### config.mk
export PLATFORM = sky130hd
export DESIGN_NAME = bpm_power_mode
export DESIGN_NICKNAME = d
export VERILOG_FILES = /design/src/bpm_pkg.sv /design/src/bpm_power_mode.sv /design/src/bpm_pin_sync.sv
export SDC_FILE = /design/constraint.sdc
export NUM_CORES = 1
export LEC_CHECK = 0
export BUFFER_PORTS_ARGS = -buffer_cell sky130_fd_sc_hd__buf_2
export CAP_MARGIN = 10
export CORE_MARGIN = 2
export CORE_UTILIZATION = 59
export CTS_CLUSTER_DIAMETER = 40
export DETAILED_ROUTE_END_ITERATION = 8
export PLACE_DENSITY = 0.78
export SYNTH_ARGS = -nofsm -noshare
export SYNTH_HDL_FRONTEND = slang
export SYNTH_SLANG_ARGS = --single-unit
### constraint.sdc
create_clock -name clk_sys -period 3.85 [get_ports clk_sys]
set_input_delay 0.385 -clock clk_sys [delete_from_list [all_inputs] [get_ports clk_sys]]
set_output_delay 0.385 -clock clk_sys [all_outputs]
set_load 0.01 [all_outputs]
### src/bpm_pkg.sv
// package: power-mode enums, carriers and timing constants
package bpm_pkg;

	// ------------------------------------------------------------
	// power states
	// ------------------------------------------------------------
	typedef enum logic [1:0] {
		BPM_ACTIVE,
		BPM_STANDBY,
		BPM_SHIP,
		BPM_DEEP_UV
	} bpm_state_t;

	// ------------------------------------------------------------
	// timing
	// ------------------------------------------------------------
	localparam int unsigned CLK_HZ            = 125000000;
	localparam int unsigned ACTIVE_PERIOD_MS  = 1000;
	localparam int unsigned STANDBY_PERIOD_MS = 8000;
	localparam int unsigned SHIP_PERIOD_MS    = 16000;
	localparam int unsigned IDLE_TIME_MS      = 30000;
	localparam longint unsigned ACTIVE_TICK_CYC  = longint'(CLK_HZ) / 1000 * ACTIVE_PERIOD_MS;
	localparam longint unsigned STANDBY_TICK_CYC = longint'(CLK_HZ) / 1000 * STANDBY_PERIOD_MS;
	localparam longint unsigned SHIP_TICK_CYC    = longint'(CLK_HZ) / 1000 * SHIP_PERIOD_MS;
	localparam longint unsigned IDLE_CYC         = longint'(CLK_HZ) / 1000 * IDLE_TIME_MS;

	// ------------------------------------------------------------
	// cell voltage thresholds, millivolts
	// ------------------------------------------------------------
	localparam logic [15:0] UV_MIN_MV     = 16'h08FC; // 2300
	localparam logic [15:0] UV_MAX_MV     = 16'h0A8C; // 2700
	localparam logic [15:0] UV_DEF_MV     = 16'h09C4; // 2500
	localparam logic [15:0] UV_RECOVER_MV = 16'h0A8C; // 2700
	localparam int unsigned SYNC_STAGES   = 3;

	// ------------------------------------------------------------
	// carriers
	// ------------------------------------------------------------
	typedef struct packed {
		logic chg_on;
		logic dsg_on;
		logic pre_on;
	} bpm_switch_t;

	typedef struct packed {
		logic protect_en;
		logic ocp_en;
		logic meas_tick;
		logic log_store;
		logic low_power;
	} bpm_status_t;

endpackage : bpm_pkg

### src/bpm_power_mode.sv
// module: battery power-mode state machine and switch control
`timescale 1ns/10ps
module bpm_power_mode #(
	parameter longint unsigned ACTIVE_TICKS  = bpm_pkg::ACTIVE_TICK_CYC,
	parameter longint unsigned STANDBY_TICKS = bpm_pkg::STANDBY_TICK_CYC,
	parameter longint unsigned SHIP_TICKS    = bpm_pkg::SHIP_TICK_CYC,
	parameter longint unsigned IDLE_TICKS    = bpm_pkg::IDLE_CYC
) (
	// clock, reset, enable
	input  wire logic                 clk_sys,
	input  wire logic                 rst_n,
	input  wire logic                 clk_en,
	// firmware direction and host command
	input  wire logic                 fw_standby_en,
	input  wire logic                 ship_cmd,
	input  wire logic                 ship_cmd_auth,
	// bus line pins
	input  wire logic                 smb_clk_pin,
	input  wire logic                 smb_dat_pin,
	// measurements
	input  wire logic                 load_active,
	input  wire logic [15:0]          min_cell_mv,
	input  wire logic [15:0]          uv_threshold_mv,
	input  wire logic                 charger_present,
	// protection requests from safety logic
	input  wire bpm_pkg::bpm_switch_t safety_switch,
	// outputs
	output bpm_pkg::bpm_state_t       power_state,
	output bpm_pkg::bpm_switch_t      switch_out,
	output bpm_pkg::bpm_status_t      status_out
);
	import bpm_pkg::*;

	logic [1:0]  smb_sync;
	logic        smb_active;
	logic [15:0] uv_thresh;
	logic        uv_enter;
	logic        uv_recover;
	logic [47:0] tick_cnt;
	logic [47:0] tick_limit;
	logic [47:0] idle_cnt;
	logic        idle_done;
	logic        tick;
	bpm_state_t  next_state;
	logic        ship_logged;

	// ------------------------------------------------------------
	// bus line synchroniser
	// ------------------------------------------------------------
	bpm_pin_sync #(
		.WIDTH (2)
	) u_smb_sync (
		.clk_sys  (clk_sys),
		.rst_n    (rst_n),
		.clk_en   (clk_en),
		.pin_in   ({smb_clk_pin, smb_dat_pin}),
		.pin_sync (smb_sync)
	);

	// lines idle low in ship; either high counts as active
	assign smb_active = |smb_sync;

	// ------------------------------------------------------------
	// threshold clamp and compare
	// ------------------------------------------------------------
	function automatic logic [15:0] clamp_mv(input logic [15:0] v);
		if (v < UV_MIN_MV) begin
			return UV_MIN_MV;
		end else if (v > UV_MAX_MV) begin
			return UV_MAX_MV;
		end
		return v;
	endfunction : clamp_mv

	always_ff @(posedge clk_sys) begin
		if (!rst_n) begin
			uv_thresh <= UV_DEF_MV;
		end else if (clk_en) begin
			uv_thresh <= clamp_mv(uv_threshold_mv);
		end
	end

	assign uv_enter   = min_cell_mv < uv_thresh;
	assign uv_recover = min_cell_mv > UV_RECOVER_MV;

	// ------------------------------------------------------------
	// idle timer for standby entry
	// ------------------------------------------------------------
	always_ff @(posedge clk_sys) begin
		if (!rst_n) begin
			idle_cnt <= '0;
		end else if (clk_en) begin
			if (load_active || power_state != BPM_ACTIVE) begin
				idle_cnt <= '0;
			end else if (!idle_done) begin
				idle_cnt <= idle_cnt + 48'h1;
			end
		end
	end

	assign idle_done = idle_cnt >= 48'(IDLE_TICKS - 1);

	// ------------------------------------------------------------
	// state transitions
	// ------------------------------------------------------------
	always_comb begin
		next_state = power_state;
		unique case (power_state)
			BPM_ACTIVE: begin
				if (ship_cmd && ship_cmd_auth) begin
					next_state = BPM_SHIP;
				end else if (fw_standby_en && idle_done) begin
					next_state = BPM_STANDBY;
				end
			end
			BPM_STANDBY: begin
				if (load_active) begin
					next_state = BPM_ACTIVE;
				end else if (ship_cmd && ship_cmd_auth) begin
					next_state = BPM_SHIP;
				end
			end
			BPM_SHIP: begin
				if (smb_active) begin
					next_state = BPM_ACTIVE;
				end
			end
			BPM_DEEP_UV: begin
				if (uv_recover) begin
					next_state = BPM_ACTIVE;
				end
			end
		endcase
		if (uv_enter && power_state != BPM_DEEP_UV) begin
			next_state = BPM_DEEP_UV;
		end
	end

	always_ff @(posedge clk_sys) begin
		if (!rst_n) begin
			power_state <= BPM_ACTIVE;
		end else if (clk_en) begin
			power_state <= next_state;
		end
	end

	// ------------------------------------------------------------
	// measurement tick per state
	// ------------------------------------------------------------
	always_comb begin
		unique case (power_state)
			BPM_ACTIVE:  tick_limit = 48'(ACTIVE_TICKS);
			BPM_STANDBY: tick_limit = 48'(STANDBY_TICKS);
			BPM_SHIP:    tick_limit = 48'(SHIP_TICKS);
			BPM_DEEP_UV: tick_limit = '0;
		endcase
	end

	assign tick = (power_state != BPM_DEEP_UV) && (tick_cnt >= tick_limit - 48'h1);

	always_ff @(posedge clk_sys) begin
		if (!rst_n) begin
			tick_cnt <= '0;
		end else if (clk_en) begin
			if (tick || next_state != power_state) begin
				tick_cnt <= '0;
			end else if (power_state != BPM_DEEP_UV) begin
				tick_cnt <= tick_cnt + 48'h1;
			end
		end
	end

	// ------------------------------------------------------------
	// history store once per ship entry
	// ------------------------------------------------------------
	always_ff @(posedge clk_sys) begin
		if (!rst_n) begin
			ship_logged <= 1'b0;
		end else if (clk_en) begin
			ship_logged <= (power_state == BPM_SHIP) && (ship_logged || tick);
		end
	end

	// ------------------------------------------------------------
	// registered outputs
	// ------------------------------------------------------------
	always_ff @(posedge clk_sys) begin
		if (!rst_n) begin
			switch_out <= '{chg_on: 1'b0, dsg_on: 1'b0, pre_on: 1'b0};
			status_out <= '0;
		end else if (clk_en) begin
			status_out.meas_tick <= tick;
			status_out.log_store <= (power_state == BPM_SHIP) && tick && !ship_logged;
			unique case (power_state)
				BPM_ACTIVE, BPM_STANDBY: begin
					switch_out            <= safety_switch;
					status_out.protect_en <= 1'b1;
					status_out.ocp_en     <= 1'b1;
					status_out.low_power  <= 1'b0;
				end
				BPM_SHIP: begin
					switch_out            <= '0;
					status_out.protect_en <= 1'b0;
					status_out.ocp_en     <= 1'b0;
					status_out.low_power  <= 1'b0;
				end
				BPM_DEEP_UV: begin
					switch_out.chg_on     <= 1'b0;
					switch_out.dsg_on     <= 1'b0;
					switch_out.pre_on     <= charger_present;
					status_out.protect_en <= 1'b0;
					status_out.ocp_en     <= 1'b0;
					status_out.low_power  <= 1'b1;
				end
			endcase
		end
	end

endmodule : bpm_power_mode

### src/bpm_pin_sync.sv
// module: three-stage pin synchroniser with agreement filter
`timescale 1ns/10ps
module bpm_pin_sync #(
	parameter int unsigned WIDTH = 2
) (
	// clock and reset
	input  wire logic             clk_sys,
	input  wire logic             rst_n,
	input  wire logic             clk_en,
	// pins
	input  wire logic [WIDTH-1:0] pin_in,
	output logic      [WIDTH-1:0] pin_sync
);
	import bpm_pkg::*;

	logic [WIDTH-1:0] stage1;
	logic [WIDTH-1:0] stage2;
	logic [WIDTH-1:0] stage3;

	// ------------------------------------------------------------
	// shift chain; stage1 feeds only stage2
	// ------------------------------------------------------------
	always_ff @(posedge clk_sys) begin
		if (!rst_n) begin
			stage1 <= '0;
			stage2 <= '0;
			stage3 <= '0;
		end else if (clk_en) begin
			stage1 <= pin_in;
			stage2 <= stage1;
			stage3 <= stage2;
		end
	end

	// ------------------------------------------------------------
	// a bit changes once stage2 and stage3 agree
	// ------------------------------------------------------------
	genvar g;
	generate
		for (g = 0; g < WIDTH; g++) begin : g_bit
			always_ff @(posedge clk_sys) begin
				if (!rst_n) begin
					pin_sync[g] <= 1'b0;
				end else if (clk_en && (stage2[g] == stage3[g])) begin
					pin_sync[g] <= stage3[g];
				end
			end
		end
	endgenerate

endmodule : bpm_pin_sync

==> summary.md <==
| Metric | Value |
|---|---|
| Status | `complete, no violations` |
| Post-Syn Area | `7660 um2` |
| Pin count of the biggest net entering global routing | `46` |
| Fmax | `roughly 0.27 GHz` |
| CTS tree | `built` |
| Wirelength per Cell | `around 16 um` |
| Core box area | `about 13000 um2` |
| Number of synthesized register bits | `130` |
| Cell taking the most area after synthesis | `dfxtp_1` |
| Full die area | `approximately 14000 um2` |
| Vias in the first global route | `approximately 6700` |
| H-tree depth | `4` |
| Clock skew | `slightly below 7 ps` |
| Layout cells sized above 1 | `13.9%` |
| Initial DRC Count | `approximately 560` |
| Post-layout util | `a little over two thirds` |
| Critical path fanouts, max | `9` |
| Simple-gate share of the synthesized area | `27.2%` |
| Startpoint types | `register` |
| Ys async rst share | `0%` |
| Yosys Warn Count | `0` |
| R2R Setup Slk | `170 ps` |
| Seq pwr share | `around 40%` |
| Pwr per Cell Area | `391 nW/um2` |
| Netlist cell types | `69` |
| N_diodes | `0` |
| Clk slew on worst S/H paths | `50 ps` |
| All-Layer GR Usage | `~27%` |
| Row cnt | `41` |
| Unrepaired setup endpoints after global routing | `true` |
| Met2 WL post-DR | `about 8900 um` |
| DR vias/cell | `between 6 and 7` |
| Pleak | `about 3.5 nW` |
| Clock power share | `between 40% and 50%` |
| Clock Tree Buf Depth | `2` |
| Compound-Gate Fraction of Synth Area | `around 18%` |
| Max VDD drop | `0.000432 V` |
| Drt total wl | `18700 um` |
| Syn_nets | `between 1000 and 1500` |
| Critical path endpoint category | `register` |
| Net switching power | `~840 uW` |
| Logic pwr share | `around 11%` |
| # setup viols final | `0` |
| Reg2reg end | `tick_cnt[34]` |
| CP arrival | `roughly 4000 ps` |
| Top post-synthesis cells by area | `dfxtp_1 34%, ha_1 10%, nand3_1 4.4%` |
| Top routing layer used | `met4` |
| Number of flops mapped to enable cells by yosys | `0` |
| Area fraction of the dominant cell type after synthesis | `between 30% and 40%` |
| Largest family of logic cells by synthesized area | `simple AND/OR/NAND/NOR gates` |
| Gpl congestion | `roughly 0.86` |
| R2R cell count | `14` |
| Top cells by count, synth | `130 x dfxtp_1, 78 x nand2_1, 68 x nor2_1, 67 x nand3_1, 63 x ha_1` |
| Max-slew violation count | `0` |
| Worst EP required | `between 4000 and 5000 ps` |
| Most common cell in the synthesized netlist | `dfxtp_1` |
| Sequential-to-total area share from yosys stat | `about a third` |
| Area growth from synthesis to layout | `15.4%` |
| First-pass GRT wire length | `between 30000 and 40000 um` |
| Worst Hold Class | `in2reg` |
| Die width | `118 um` |
| Adder-cell share of the synthesized area | `10.3%` |
| Total congestion overflow | `0` |
| Fin crit share | `a little over nine tenths` |
| Via Count | `about 7200` |
| Worst-margin pin slew | `~900 ps` |
| WL met3 | `slightly above 1000 um` |
| Relative slew margins | `about two fifths` |
| Clock Latency Late Sink | `approximately 430 ps` |
| Port bufs | `54` |
| DP Cell Count | `1129` |
| Hold path cells | `3` |
| Initial Util | `60.5%` |
| Avg Inst Size Synth | `approximately 8.3 um2` |
| Clock sinks | `130` |
| PnR worst setup slack | `between 150 and 200 ps` |
| Max-cap viol count | `0` |
| Num CTS Buffers | `17` |
| Non-Filler Instances | `approximately 1200` |
| Min-Delay Endpoint | `u_smb_sync.stage1[1]` |
| Layout Nets | `around 1100` |
| Met1 Wirelength | `between 8000 and 9000 um` |
| Root Buffer | `clkbuf_16` |
| Drt pass-1 iters | `5` |
| Hold path start | `smb_clk_pin` |
| Synth Instances | `about 920` |
| DRC | `0` |
| Placement Setup Slack | `roughly 280 ps` |
| Design Area, Final | `8840 um2` |
| Final Hold Fails | `0` |
| Synth Area in XOR/XNOR | `about 2.5%` |
| Dpl cell area | `slightly above 8000 um2` |
| Crit Path Class | `reg2reg` |
| Die height | `approximately 120 um` |
| I/O pin count | `55` |
| Setup TNS Final | `0 ps` |
| Switching Share | `24.1%` |
| Internal | `~2.6 mW` |
| Detail Route Antenna Nets | `0` |
| Fin crit period | `between 3000 and 4000 ps` |
| Launching point of the worst reg2reg path | `power_state[0]` |
| Antenna violations before repair | `0` |
| Synth Flop Type | `dfxtp_1` |
| Placed wire-length estimate | `between 10000 and 15000 um` |
| Multiplexer area fraction after synthesis | `about 3.3%` |
-- worst max path at each step --
stage	end	slack, ps	from
floorplan	tick_cnt[39]	310	power_state[0]
CTS	tick_cnt[33]	250	power_state[0]
global placement	tick_cnt[0]	350	power_state[0]
global route	tick_cnt[37]	-50	power_state[0]
finish	tick_cnt[34]	170	power_state[0]
detailed placement	tick_cnt[33]	280	power_state[0]
-- kinds of logic after synthesis --
group                      count (synthesis)
adders and majority gates                 63
muxes                                     25
buffers and inverters                     89
xor gates and xnor gates                  22
and+or+nand+nor                          394
DFF                                      130
AOI/OAI and AO/OA                        196
-- per-stage QoR --
step	total power, mW	hold WS [ps]
finish	3.46	198
detailed placement	1.77	443
CTS	3.47	189
global route	3.59	211
global placement	1.77	433
floorplan	1.65	420
-- routing by layer --
| layer | up-vias | global-route usage (%) |
|---|---|---|
| li1 | 3552 | - |
| met1 | 3365 | 36.0 |
| met2 | 220 | 44.0 |
| met3 | 26 | 6.20 |
| met4 | 0 | 8.73 |
| met5 | - | 0 |
-- registers in the layout, summed over array words and instances, names as in the netlist, 3 cells and up --
register and cells:
switch_out 3, idle_cnt 48, uv_thresh 16, status_out 4, tick_cnt 48
-- layout by cell type, fill, tap and decap left out, types with 18 or more instances in the layout --
| cell | instances |
|---|---|
| nand3_1 | 67 |
| o21ai_0 | 30 |
| buf_4 | 24 |
| and3_1 | 20 |
| nand4_1 | 47 |
| buf_2 | 54 |
| nor3_1 | 20 |
| a31oi_1 | 31 |
| nand2_1 | 78 |
| mux2i_1 | 24 |
| nor2_1 | 68 |
| dfxtp_1 | 130 |
| and2_1 | 18 |
| or4_1 | 20 |
| ha_1 | 63 |
| a21oi_1 | 40 |
| inv_1 | 47 |
-- power by group through the flow --
stage	clock [mW]	combinational, mW	sequential, mW
floorplan	0	0.245	1.40
global placement	0	0.366	1.40
detailed placement	0	0.369	1.40
CTS	1.73	0.374	1.37
global route	1.79	0.422	1.37
finish	1.71	0.381	1.37
-- area by class of cell --
| type | count | area (um2) |
|---|---|---|
| clock buffer | 24 | 512 |
| clock inverter | 8 | 121 |
| fill | 1032 | 3830 |
| inverter | 48 | 184 |
| multi-input combinational | 700 | 4720 |
| sequential | 130 | 2600 |
| tap | 172 | 215 |
| timing repair buffer | 81 | 493 |
-- worst max-delay path: stages, from the launching register on --
cell and delay, ps:
dfxtp_1 390, buf_4 180, ha_1 220, clkinvlp_4 210, clkbuf_4 240, buf_4 150, ha_1 290, a211oi_1 300
o221ai_1 170, nor2_1 190, o311ai_0 170, o21a_2 330, buf_4 190, or4_1 480, nand3_1 100
-- timing repair --
action	CTS	global route
hold buffers	0	0
resized for setup	0	5
endpoints found under the hold margin	0	0
endpoints found under the setup margin	0	11
setup buffers	0	2
No activity file was read; power rests on OpenSTA's default activity.
